**src/logic/sgsr_pkg.sv**
```systemverilog
/*
 Package for the status group and service request block: register widths,
 status byte bit positions, command codes and packed carriers.
 Assumes a command decoder upstream that turns bus text into these codes.
*/
package sgsr_pkg;
	localparam int GRP_W = 16;
	localparam int STB_W = 8;
	// Status byte bit positions
	localparam int STB_HW1 = 0;
	localparam int STB_HW2 = 1;
	localparam int STB_UNUSED = 2;
	localparam int STB_QUES = 3;
	localparam int STB_MAV = 4;
	localparam int STB_ESB = 5;
	localparam int STB_RQS = 6;
	localparam int STB_OPER = 7;
	// Link fault condition bit positions
	localparam int LF_RX = 0;
	localparam int LF_TX = 1;
	localparam logic [15:0] GRP_RESET = 16'h0000;
	localparam logic [15:0] PTR_RESET = 16'hffff;
	localparam logic [7:0] SRE_RESET = 8'h00;
	localparam logic [7:0] SRE_WMASK = 8'hbf;
	// Register selector within a group
	typedef enum logic [2:0] {
		SGSR_SEL_COND = 3'b000,
		SGSR_SEL_PTR = 3'b001,
		SGSR_SEL_NTR = 3'b010,
		SGSR_SEL_EVENT = 3'b011,
		SGSR_SEL_ENABLE = 3'b100
	} sgsr_sel_t;
	// Group selector
	typedef enum logic [1:0] {
		SGSR_GRP_HW1 = 2'b00,
		SGSR_GRP_LINK = 2'b01,
		SGSR_GRP_STB = 2'b10,
		SGSR_GRP_SRE = 2'b11
	} sgsr_grp_t;
	// One decoded access from the controller
	typedef struct packed {
		logic valid;
		logic write;
		sgsr_grp_t grp;
		sgsr_sel_t sel;
		logic [15:0] data;
	} sgsr_req_t;
	// Answer to a query
	typedef struct packed {
		logic valid;
		logic [15:0] data;
	} sgsr_rsp_t;
endpackage

```
**src/logic/sgsr_status.sv**
```systemverilog
/*
 Status group and service request logic: first hardware group, link fault
 group, status byte, service request enable and the SRQ line.
 Assumes decoded requests on core_clk; condition inputs may be asynchronous.
*/
// Behaviour
// - Event register clears when queried and on clear-status command.
// - Enable register clears only by writing zero to it.
// - Link fault group has 16-bit cond, filters, event, enable, summary.
// - Link fault bit 15 reads 0; bits 14..2 carry nothing.
// - Bit 1 shows transmit link failure, bit 0 receive link failure.
// - Link fault group: cond RO, filters RW, event RO, enable RW.
// - Hardware group offers the same access set.
// - Hardware group summary reaches status byte bit 0; link summary goes out on linkSummary_ff only.
// - Status byte bit map: 7,5,4,3,1,0 from summaries; bit 2 unused.
// - Bit 6 gives request-service on poll, master summary on query.
// - Enabled set status bit asserts SRQ and sets request-service.
// - Serial poll clears request-service until a new reason arises.
// - Service request enable is 8 bits; bit 6 of writes ignored.
`timescale 1ns/1ns
module sgsr_status #(
	parameter int GW = sgsr_pkg::GRP_W
) (
	input wire logic core_clk,
	input wire logic reset_n,
	input wire sgsr_pkg::sgsr_req_t req,
	input wire logic clearStatus,
	input wire logic serialPoll,
	input wire logic [GW-1:0] hwCondIn,
	input wire logic txLinkFail,
	input wire logic rxLinkFail,
	input wire logic operSummary,
	input wire logic hw2Summary,
	input wire logic quesSummary,
	input wire logic std_event_summary_bit,
	input wire logic output_message_available,
	output sgsr_pkg::sgsr_rsp_t rsp_ff,
	output logic [7:0] pollByte_ff,
	output logic srq_ff,
	output logic linkSummary_ff
);
	localparam int NG = 2;
	// Two flops for asynchronous condition inputs; first stage feeds only second
	logic [NG-1:0][GW-1:0] condMeta_ff;
	logic [NG-1:0][GW-1:0] cond_ff;
	logic [NG-1:0][GW-1:0] condPrev_ff;
	logic [NG-1:0][GW-1:0] ptr_ff;
	logic [NG-1:0][GW-1:0] ntr_ff;
	logic [NG-1:0][GW-1:0] event_ff;
	logic [NG-1:0][GW-1:0] enable_ff;
	logic [NG-1:0][GW-1:0] rawCond;
	logic [NG-1:0] summary;
	logic [7:0] sre_ff;
	logic rqs_ff;
	logic srqPrev_ff;
	logic [7:0] stbCore;
	logic master_summary_bit;
	logic [15:0] nxt_rspData;

	// Link fault condition: only bits 1 and 0 live, rest forced low
	always_comb begin
		rawCond[0] = hwCondIn;
		rawCond[1] = '0;
		rawCond[1][sgsr_pkg::LF_TX] = txLinkFail;
		rawCond[1][sgsr_pkg::LF_RX] = rxLinkFail;
	end

	// Per-group register set, one instance of the same structure each
	genvar g;
	generate
		for (g = 0; g < NG; g++) begin : gGroup
			logic isGrp;
			logic wrHit;
			logic evRead;
			assign isGrp = req.valid &&
				(req.grp == ((g == 0) ? sgsr_pkg::SGSR_GRP_HW1 :
				sgsr_pkg::SGSR_GRP_LINK));
			assign wrHit = isGrp && req.write;
			assign evRead = isGrp && !req.write &&
				(req.sel == sgsr_pkg::SGSR_SEL_EVENT);

			// Condition sampling, edges judged between synced samples
			always_ff @(posedge core_clk or negedge reset_n) begin
				if (!reset_n) begin
					condMeta_ff[g] <= sgsr_pkg::GRP_RESET;
					cond_ff[g] <= sgsr_pkg::GRP_RESET;
					condPrev_ff[g] <= sgsr_pkg::GRP_RESET;
				end else begin
					condMeta_ff[g] <= rawCond[g];
					cond_ff[g] <= condMeta_ff[g];
					condPrev_ff[g] <= cond_ff[g];
				end
			end

			// Writable filters and enable; a zero write is the only clear
			always_ff @(posedge core_clk or negedge reset_n) begin
				if (!reset_n) begin
					ptr_ff[g] <= sgsr_pkg::PTR_RESET;
					ntr_ff[g] <= sgsr_pkg::GRP_RESET;
					enable_ff[g] <= sgsr_pkg::GRP_RESET;
				end else if (wrHit) begin
					case (req.sel)
						sgsr_pkg::SGSR_SEL_PTR: ptr_ff[g] <= req.data;
						sgsr_pkg::SGSR_SEL_NTR: ntr_ff[g] <= req.data;
						sgsr_pkg::SGSR_SEL_ENABLE: enable_ff[g] <= req.data;
						default: ;
					endcase
				end
			end

			// Event latch; a new edge in the clearing cycle survives the clear
			always_ff @(posedge core_clk or negedge reset_n) begin
				if (!reset_n) begin
					event_ff[g] <= sgsr_pkg::GRP_RESET;
				end else begin
					event_ff[g] <= ((evRead || clearStatus) ? '0 : event_ff[g]) |
						(cond_ff[g] & ~condPrev_ff[g] & ptr_ff[g]) |
						(~cond_ff[g] & condPrev_ff[g] & ntr_ff[g]);
				end
			end

			assign summary[g] = |(event_ff[g] & enable_ff[g]);
		end
	endgenerate

	// Status byte core, bit 6 filled in by the reader
	always_comb begin
		stbCore = '0;
		stbCore[sgsr_pkg::STB_OPER] = operSummary;
		stbCore[sgsr_pkg::STB_ESB] = std_event_summary_bit;
		stbCore[sgsr_pkg::STB_MAV] = output_message_available;
		stbCore[sgsr_pkg::STB_QUES] = quesSummary;
		stbCore[sgsr_pkg::STB_HW2] = hw2Summary;
		stbCore[sgsr_pkg::STB_HW1] = summary[0];
	end

	// Master summary: any enabled status bit, bit 6 excluded by mask
	assign master_summary_bit = |(stbCore & sre_ff);

	// Service request enable; bit 6 of written data dropped
	always_ff @(posedge core_clk or negedge reset_n) begin
		if (!reset_n) begin
			sre_ff <= sgsr_pkg::SRE_RESET;
		end else if (req.valid && req.write &&
			req.grp == sgsr_pkg::SGSR_GRP_SRE) begin
			sre_ff <= req.data[7:0] & sgsr_pkg::SRE_WMASK;
		end
	end

	// Request service sets on a new reason, poll clears it; set wins
	always_ff @(posedge core_clk or negedge reset_n) begin
		if (!reset_n) begin
			rqs_ff <= 1'b0;
			srqPrev_ff <= 1'b0;
		end else begin
			srqPrev_ff <= master_summary_bit;
			if (master_summary_bit && !srqPrev_ff) begin
				rqs_ff <= 1'b1;
			end else if (serialPoll) begin
				rqs_ff <= 1'b0;
			end
		end
	end

	// SRQ line follows the pending request, dropped by the poll
	always_ff @(posedge core_clk or negedge reset_n) begin
		if (!reset_n) begin
			srq_ff <= 1'b0;
		end else begin
			srq_ff <= rqs_ff && !(serialPoll && !(master_summary_bit && !srqPrev_ff));
		end
	end

	// Poll byte captured at the poll: bit 6 is request-service
	always_ff @(posedge core_clk or negedge reset_n) begin
		if (!reset_n) begin
			pollByte_ff <= '0;
		end else if (serialPoll) begin
			pollByte_ff <= stbCore | ({7'h00, rqs_ff} << sgsr_pkg::STB_RQS);
		end
	end

	// Query answer mux
	always_comb begin
		nxt_rspData = '0;
		case (req.grp)
			sgsr_pkg::SGSR_GRP_HW1, sgsr_pkg::SGSR_GRP_LINK: begin
				case (req.sel)
					sgsr_pkg::SGSR_SEL_COND: nxt_rspData = cond_ff[req.grp[0]];
					sgsr_pkg::SGSR_SEL_PTR: nxt_rspData = ptr_ff[req.grp[0]];
					sgsr_pkg::SGSR_SEL_NTR: nxt_rspData = ntr_ff[req.grp[0]];
					sgsr_pkg::SGSR_SEL_EVENT: nxt_rspData = event_ff[req.grp[0]];
					sgsr_pkg::SGSR_SEL_ENABLE:
						nxt_rspData = enable_ff[req.grp[0]];
					default: nxt_rspData = '0;
				endcase
			end
			// Query of the byte reports master summary in bit 6
			sgsr_pkg::SGSR_GRP_STB:
				nxt_rspData = {8'h00,
					stbCore | ({7'h00, master_summary_bit} << sgsr_pkg::STB_RQS)};
			sgsr_pkg::SGSR_GRP_SRE: nxt_rspData = {8'h00, sre_ff};
			default: nxt_rspData = '0;
		endcase
	end

	// Registered answer, one cycle after a read request
	always_ff @(posedge core_clk or negedge reset_n) begin
		if (!reset_n) begin
			rsp_ff <= '0;
		end else begin
			rsp_ff.valid <= req.valid && !req.write;
			rsp_ff.data <= nxt_rspData;
		end
	end

	// Link group summary goes out to feed the first hardware group
	always_ff @(posedge core_clk or negedge reset_n) begin
		if (!reset_n) begin
			linkSummary_ff <= 1'b0;
		end else begin
			linkSummary_ff <= summary[1];
		end
	end
endmodule // sgsr_status

```
**config.mk**
```make
export PLATFORM = sky130hd
export DESIGN_NAME = sgsr_status
export DESIGN_NICKNAME = d
export VERILOG_FILES = /design/src/logic/sgsr_pkg.sv /design/src/logic/sgsr_status.sv
export SDC_FILE = /design/constraint.sdc
export NUM_CORES = 1
export LEC_CHECK = 0
export BUFFER_PORTS_ARGS = -buffer_cell sky130_fd_sc_hd__clkbuf_2
export CORE_AREA = 5 5 144 146
export DETAILED_ROUTE_END_ITERATION = 10
export DIE_AREA = 0 0 149 151
export GPL_TIMING_DRIVEN = 0
export PLACE_DENSITY = 0.69
export REMOVE_ABC_BUFFERS = 1
export SYNTH_ARGS = -nofsm -noshare
export SYNTH_HDL_FRONTEND = slang
export SYNTH_SLANG_ARGS = --single-unit
```
**constraint.sdc**
```tcl
create_clock -name core_clk -period 3.9 [get_ports core_clk]
set_input_delay 0.78 -clock core_clk [delete_from_list [all_inputs] [get_ports core_clk]]
set_output_delay 0.78 -clock core_clk [all_outputs]
set_load 0.01 [all_outputs]
```
# Yosys cells after proc, flatten, opt, wreduce, memory -nomap -nowiden
# Cells that the tools add are included.
dict set report word_totals {
  ff_bits 218
  latch_bits 0
  mem_bits_rw 0
  romBits 0
  in_bits 50
  out_inout_bits 27
  elab_cells 100
  memories 0
}
dict set report classes {
  addsub 0
  multipliers 0
  div_mod_pow 0
  n_lt_le_gt_ge 1
  n_eq_ne 7
  shift 0
  n_mux 16
  n_bitwise 21
  reduce_logical 33
}
# op count
set ops {}
lappend ops {{16-bit two-way mux} 12}
lappend ops {{16-bit bitwise AND} 8}
lappend ops {{16-bit one-hot mux with 5 select lines} 1}
lappend ops {{16-bit OR} 4}
lappend ops {{16-bit one-hot mux with 3 select lines} 1}
lappend ops {{16-bit NOT} 2}
lappend ops {{2-bit NOT with 16-bit output} 2}
lappend ops {{16-bit OR reduction} 2}
lappend ops {{16-bit by 2-bit bitwise AND with 16-bit output} 1}
lappend ops {{2-bit by 16-bit bitwise AND with 16-bit output} 1}
lappend ops {{8-bit by 7-bit OR with 8-bit output} 2}
lappend ops {{1-bit logical AND} 14}
lappend ops {{2-bit AND reduction} 6}
lappend ops {{8-bit bitwise AND} 1}
lappend ops {{8-bit OR reduction} 1}
lappend ops {{3-bit by 2-bit == test with 1-bit output (second input constant)} 2}
lappend ops {{2-bit == test (second input constant)} 2}
lappend ops {{1-bit logical NOT} 4}
lappend ops {{3-bit by 1-bit == test with 1-bit output (second input constant)} 1}
lappend ops {{3-bit == test (second input constant)} 1}
lappend ops {{3-bit logical NOT} 1}
lappend ops {{2-bit by 1-bit == test with 1-bit output (second input constant)} 1}
lappend ops {{2-bit logical NOT} 1}
lappend ops {{1-bit logical OR} 2}
lappend ops {{4 further kinds} 5}

# Longest topological paths before layout
# Gate-level depths: netlist of run 1.
dict set report depth {
  ltp_word 9
  ltp_mapped 7
  ltp_nobuf 5
}

# Worst setup path after synthesis of run 1
# No wires, ideal clock.
dict set report synth_path {
  path_kind {input to register}
  startpoint {in req[18] (netlist bit)}
  endpoint {reg ntr_ff[21] (netlist bit)}
  setup_time_ns 0.125
  arrival_time_ns 1.977
  required_time_ns 3.775
  path_slack_ns 1.798
  stages 5
  path_buffers 2
  cell_sequence {buf_4 -> nand2b_1 -> nor3_4 -> buf_12 -> mux2_4}
}
dict set report synth_between {
  elab_chain_len 2
}
# element line
set synth_rtl {}
lappend synth_rtl {{start, declared} sgsr_status.sv:26} ;# input wire sgsr_pkg::sgsr_req_t req,
lappend synth_rtl {{3-bit by 2-bit == test with 1-bit output} sgsr_status.sv:102} ;# case (req.sel)
lappend synth_rtl {{2-bit AND reduction (no line)} n/a}
lappend synth_rtl {{end signal, assigned by index} sgsr_status.sv:99} ;# ntr_ff[g] <= sgsr_pkg::GRP_RESET;
lappend synth_rtl {{end signal, assigned by index} sgsr_status.sv:104} ;# sgsr_pkg::SGSR_SEL_NTR: ntr_ff[g] <= req.data;
lappend synth_rtl {{end, declared} sgsr_status.sv:48} ;# logic [NG-1:0][GW-1:0] ntr_ff;
# Every way passes these cells.
# A chain may end at the register's enable or synchronous reset.

# Worst setup path after layout of run 1
dict set report layout_path {
  startpoint {in req[19] (netlist bit)}
  endpoint {reg ntr_ff[18] (netlist bit)}
}
dict set report layout_between {
  elab_chain_len 4
}
# element line
set layout_rtl {}
lappend layout_rtl {{2-bit by 1-bit == test with 1-bit output} sgsr_status.sv:76} ;# (req.grp == ((g == 0) ? sgsr_pkg::SGSR_GRP_HW1 :
lappend layout_rtl {{1-bit logical AND} sgsr_status.sv:75} ;# assign isGrp = req.valid &&
lappend layout_rtl {{1-bit logical AND} sgsr_status.sv:78} ;# assign wrHit = isGrp && req.write;
lappend layout_rtl {{2-bit AND reduction (no line)} n/a}
# Every way passes these cells.

==> impl_metrics.csv, run 1 <==
group,metric,value,unit
die,pin_count,77,
worst_setup_path,required,4.28,ns
die,start_util,0.444,
worst_setup_path,worstReg2RegStart,"enable_ff[2]",
clock_network,cts_buffer_depth,3,
route,drt-total-wl,19400,um
worst_setup_path,worstSetupPathType,"input pin to flop",
clock_network,cts-root-buf,"clkbuf_16",
logic_synthesis,synth_area_leaders,"dfrtp_1 50%, mux2_2 11%, dfstp_2 9.8%, mux4_2 4.0%, mux2_4 3.5%",
logic_synthesis,synth_edf_count,0,
clock_network,cts_tree,"done",
place,place_hpwl,12200,um
pwr,ir_worst_vdd,0.259,mV
clock_network,path_clk_slew,0.06,ns
logic_synthesis,yosysSeqAreaShare,0.599,
finish,area_growth,15.0,%
logic_synthesis,synth-async-reset-ratio,1.00,
grt,grt_max_degree,121,
route,first_iter_violations,332,
clock_network,htree_levels,1,
sta,period_needed,3.33,ns
grt,grt_pass1_vias,5682,
status,status,"finished clean",
worst_setup_path,cp.arrival,3.71,ns
logic_synthesis,synthAdderAreaFrac,0,
logic_synthesis,synth_cells,586,
finish,layout-drive-gt1-share,0.419,
worst_setup_path,crit_path_top_delay_cell,"nor3_4",
logic_synthesis,synth.distinct_cells,56,
worst_setup_path,startpoint,"req[19]",
route,vias_per_cell,5.58,
logic_synthesis,syn_avg_cell_area,14.6,um2
sta,slew_headroom,0.144,
worst_setup_path,cp_cell_sequence,"clkbuf_2 -> inv_6 -> nor2_8 -> nand3_4 -> nor3_4 -> mux2_2",
clock_network,post_cts_buffers,0,
pwr,power_density,536,nW/um2
die,die_x,149,um
route,first_pass_iters,5,
sta,finalHoldViolCount,0,
worst_setup_path,cp-start-kind,"input pin",
pwr,p_leak,4.41,nW
clock_network,cts_resized,0,
die,core_area,19300,um2
route,num_vias,5234,
sta,setup_viol,0,
die,rows,51,
flow_run,max-cap-violations,0,
place,gp_congestion,0.828,
logic_synthesis,synth_xor_area_frac,0,
sta,fin_crit_sh,0.855,
worst_setup_path,endpoint_kind,"flop",
route,post_drt_wl_per_cell,20.7,um
route,ant_nets,0,
logic_synthesis,dominantRegCellSynth,"dfrtp_1",
clock_network,cts.sinks,203,
die,dieArea,22500,um2
place,portBuffers,75,
logic_synthesis,synth_top_family_by_area,"multiplexers",
clock_network,insertion_delay,0.50,ns
worst_setup_path,cp_max_fo,44,
logic_synthesis,yosys.area_share.simple,0.0678,
die,dieHeight,151,um
sta,skew,0.0120,ns
clock_network,cts_buffers,22,
logic_synthesis,synth_compound_area_frac,0.0845,
worst_setup_path,cp_slowest_stage_delay,0.97,ns
sta,worst_pin_slew,1.28,ns
finish,num-nets-final,707,
grt,overflow,0,
logic_synthesis,yosys_warnings,0,
grt,grt_pass1_wl,31100,um
worst_setup_path,r2r_cells,5,
worst_setup_path,r2r-end,"rsp_ff[6]",
sta,report.final.slew_viol_count,0,
logic_synthesis,yosys_register_bits,203,
finish,insertedDiodeCount,0,
sta,finalWorstSetupSlack,0.567,ns
sta,max_clock_freq,0.300,GHz
clock_network,cts_hold_buf,0,
worst_setup_path,r2r_setup_slack,1.58,ns
logic_synthesis,netlist_area,8550,um2
sta,rsz0062_at_grt,"no",
grt,grt_antenna_before_repair,0,
logic_synthesis,synth_top_area_frac,0.501,
place,dp_slack,0.102,ns
route,drcViolationCount,0,
logic_synthesis,synthMuxAreaShare,0.212,
worst_hold_path,hold_class,"input pin to async pin",
logic_synthesis,synth_top_area_cell,"dfrtp_1",
sta,setup_tns,0,ns
grt,grt_usage,0.175,
[metrics by stage]
step,area (um2),instances,power (mW),util,hold WS (ns)
after floorplan,8320,557,2.89,-,0.331
after global placement,9020,897,3.13,0.468,0.332
after detailed placement,9060,898,3.18,0.470,0.335
after CTS,9830,938,5.33,0.510,0.336
after global routing,9830,938,5.50,0.510,0.354
final,9830,938,5.27,0.510,0.291
[cell usage after synthesis, types with 3 or more instances]
cell type and count:
a32oi_1 4, o21ai_0 11, buf_6 6, mux2_2 87, a22oi_1 11, inv_1 18, mux2i_1 15, nand2b_1 3
nand2_1 27, buf_4 6, nor2b_1 3, a221oi_1 13, buf_2 7, mux2_4 20, clkbuf_1 5, a22o_1 5
a21oi_1 14, mux4_2 15, dfstp_2 32, o221ai_1 17, nor2_1 22, nand3b_1 18, mux2_1 4, nand2_4 3
o32ai_1 8, dfrtp_1 171
[kinds of logic after synthesis]
kind of cell,count (synthesis)
simple gates,95
mux,141
flops,203
buf+inv,49
compound gates,97
other cells,1
[cell usage in the layout, fill, tap and decap left out, types with 3 or more instances in the layout]
master     count
clkbuf_1       4
clkbuf_2      74
o221ai_1      17
a22oi_1       11
mux2i_1       15
a32oi_1        4
nand2_4        3
nor2b_1        3
nand2_1       27
a221oi_1      13
clkbuf_16     23
dfrtp_1      171
nand2b_1       3
mux2_4        20
o32ai_1        8
a21oi_1       14
dfstp_2       32
mux2_2        87
mux4_2        15
a22o_1         5
nor2_1        22
inv_1         18
clkbuf_8      11
nand3b_1      18
o21ai_0       11
mux2_1         4
[metal layers]
layer  wire (um)  GRT usage  vias to the layer above
met4         512     0.0627                        0
met5           0          0                        -
met1        8070      0.226                     2702
li1            -          -                     2321
met2        9680      0.296                      165
met3        1180     0.0326                       46
[layout make-up]
type	instances	area (um2)
inverters	20	80.1
clock buffers	37	728
clock inverters	3	40.0
multi-input cells	334	3120
fillers	1657	9440
well taps	265	332
repair buffers	76	412
flip-flops and latches	203	5120
[critical path: cells and delay by family]
family / cells / cell delay, ns
and+or+nand+nor: 3 / 1.30
muxes: 1 / 0.42
buffers and inverters: 2 / 1.16
[sequential cells by signal, indices dropped and copies added, names as in the netlist]
signal	flops
condMeta_ff	18
linkSummary_ff	1
rsp_ff	17
rqs_ff	1
pollByte_ff	7
enable_ff	32
srqPrev_ff	1
condPrev_ff	18
sre_ff	7
srq_ff	1
ntr_ff	32
event_ff	18
cond_ff	18
ptr_ff	32
[power breakdown]
part	internal [mW]	leakage [nW]	switching [mW]
Combinational	0.302	1.53	0.288
Clock	1.33	0.382	0.799
Sequential	2.38	2.50	0.167
Total	4.02	4.41	1.25
[how the worst max path moves through the flow]
stage	to	slack (ns)	cells past startpoint
after floorplan	ntr_ff[16]	1.74	5
after global placement	condMeta_ff[8]	-1.52	1
after detailed placement	ntr_ff[18]	0.10	6
after CTS	ntr_ff[18]	0.61	6
after global routing	ntr_ff[31]	0.48	6
final	ntr_ff[18]	0.57	6
(Power assumes the default switching activity.)
==> inputs of run 2 (changes only) <==
--- a/config.mk
+++ b/config.mk
@@ -6,11 +6,11 @@
 export NUM_CORES = 1
 export LEC_CHECK = 0
 export BUFFER_PORTS_ARGS = -buffer_cell sky130_fd_sc_hd__clkbuf_2
-export CORE_AREA = 5 5 144 146
+export CORE_AREA = 5 5 161 132
 export DETAILED_ROUTE_END_ITERATION = 10
-export DIE_AREA = 0 0 149 151
+export DIE_AREA = 0 0 166 137
 export GPL_TIMING_DRIVEN = 0
-export PLACE_DENSITY = 0.69
+export PLACE_DENSITY = 0.68
 export REMOVE_ABC_BUFFERS = 1
 export SYNTH_ARGS = -nofsm -noshare
 export SYNTH_HDL_FRONTEND = slang
==> run 2 against run 1 <==
  * Worst setup slack better by 0.049 ns
  * Combinational power is essentially flat
  * Via count fell by 0.67%
  * Final cell count fell by 0.32%
  * Critical path depth stayed put
  * Cell area down 1.1%
  * Register-to-register slack better by 0.05 ns
  * Routed wire length grew 0.70%
  * Clock-buffer cell count shrank 2
  * Sequential cell count unchanged
  * Largest cell class unchanged
  * Highest routed layer unchanged
==> impl_metrics.csv, run 2 (synthesis gave the netlist of run 1 again) <==
group,metric,value,unit
status,status,"finished clean",
sta,rsz0062_at_grt,"no",
sta,setup_tns,0,ns
finish,area_growth,13.7,%
place,gp_congestion,0.771,
finish,insertedDiodeCount,0,
grt,grt_usage,0.172,
finish,reg.largest.list,"enable_ff: 32 flops, ntr_ff: 32 flops, ptr_ff: 32 flops",
sta,finalHoldViolCount,0,
die,rows,46,
finish,layout-drive-gt1-share,0.411,
clock_network,cts.sinks,203,
die,start_util,0.438,
worst_setup_path,cp-start-kind,"input pin",
sta,period_needed,3.28,ns
route,drt-total-wl,19600,um
route,drcViolationCount,0,
clock_network,cts_buffer_depth,3,
route,vias_per_cell,5.56,
die,dieHeight,137,um
clock_network,insertion_delay,0.50,ns
pwr,ir_worst_vdd,0.254,mV
finish,seq_area,5120,um2
flow_run,max-cap-violations,0,
die,die_x,166,um
worst_setup_path,endpoint_kind,"flop",
place,place_hpwl,12300,um
clock_network,cts_resized,0,
grt,grt_antenna_before_repair,0,
route,post_drt_wl_per_cell,20.9,um
die,core_area,19500,um2
finish,multi_input_area,3120,um2
die,pin_count,77,
die,dieArea,22700,um2
worst_hold_path,hold_class,"flop to flop",
worst_setup_path,cp_max_fo,44,
sta,slew_headroom,0.149,
clock_network,cts_buffers,21,
pwr,power_density,518,nW/um2
sta,max_clock_freq,0.305,GHz
route,first_pass_iters,4,
clock_network,cts_hold_buf,0,
finish,layout_common_cells,"171 x dfrtp_1, 87 x mux2_2, 74 x clkbuf_2",
clock_network,cts_tree,"done",
route,num_vias,5199,
pwr,p_leak,4.35,nW
clock_network,path_clk_slew,0.06,ns
grt,grt_max_degree,108,
grt,grt_pass1_vias,5494,
pwr,p_total,5.04,mW
sta,report.final.slew_viol_count,0,
grt,grt_pass1_wl,31300,um
sta,fin_crit_sh,0.842,
clock_network,post_cts_buffers,0,
worst_setup_path,cp.arrival,3.66,ns
sta,skew,0.0118,ns
sta,setup_viol,0,
finish,num-nets-final,706,
finish,final_common_cell,"dfrtp_1",
worst_setup_path,worstSetupPathType,"input pin to flop",
route,ant_nets,0,
grt,overflow,0,
sta,worst_pin_slew,1.28,ns
route,first_iter_violations,401,
finish,fill_cells,1650,
worst_setup_path,required,4.27,ns
clock_network,cts-root-buf,"clkbuf_16",
clock_network,htree_levels,1,
place,portBuffers,75,
[run 2: changes by cell type in the layout (fill, tap and decap cells not counted), sizes merged]
cell / before / now
inv: 20 / 21
clkbuf: 112 / 110
bufinv: 1 / 0
[run 2: worst paths after layout]
kind,start,endpoint,slack [ns],cells past startpoint
setup / recovery,req[19],ntr_ff[19],0.62,6
hold / removal,condMeta_ff[4],cond_ff[4],0.34,0
setup reg to reg,enable_ff[2],rsp_ff[6],1.63,5
hold reg to reg,condMeta_ff[4],cond_ff[4],0.34,0
max in group asynchronous,reset_n,ptr_ff[31],2.58,2
min in group asynchronous,reset_n,rsp_ff[12],0.37,1
[run 2: per-stage QoR]
| stage | area [um2] | hold slack [ns] | utilization | instances | setup slack (ns) |
|---|---|---|---|---|---|
| 2_1_floorplan | 8320 | 0.331 | - | 557 | 1.74 |
| 3_3_place_gp | 9020 | 0.332 | 0.462 | 896 | -1.55 |
| 3_5_place_dp | 9060 | 0.336 | 0.464 | 897 | 0.145 |
| 4_1_cts | 9720 | 0.349 | 0.498 | 935 | 0.672 |
| 5_1_grt | 9720 | 0.351 | 0.498 | 935 | 0.558 |
| 6_report | 9720 | 0.345 | 0.498 | 935 | 0.616 |
[run 2: final cells by class]
cell class | count | area share
Clock buffer | 35 | 0.0657
Clock inverter | 3 | 0.00193
Inverter | 20 | 0.00824
Multi-Input combinational cell | 334 | 0.321
Sequential cell | 203 | 0.527
Tap cell | 264 | 0.0340
Timing Repair Buffer | 76 | 0.0424
[run 2: where the power goes]
part / internal (mW) / switching [mW] / leakage, nW
sequential: 2.38 / 0.167 / 2.50
clock: 1.11 / 0.783 / 0.324
combinational: 0.302 / 0.289 / 1.53
total: 3.80 / 1.24 / 4.35
[run 2: critical path, cell delays in order]
cell and delay, ns:
clkbuf_2 0.92, inv_6 0.22, nor2_8 0.20, nand3_4 0.13
nor3_4 0.95, mux2_2 0.43
[run 2: per-layer routing]
metal | GRT usage | up-vias | share of wire
li1 | - | 2310 | -
met3 | 0.0355 | 30 | 0.049
met1 | 0.239 | 2713 | 0.45
met4 | 0.0490 | 0 | 0.022
met5 | 0 | - | 0
met2 | 0.279 | 146 | 0.48
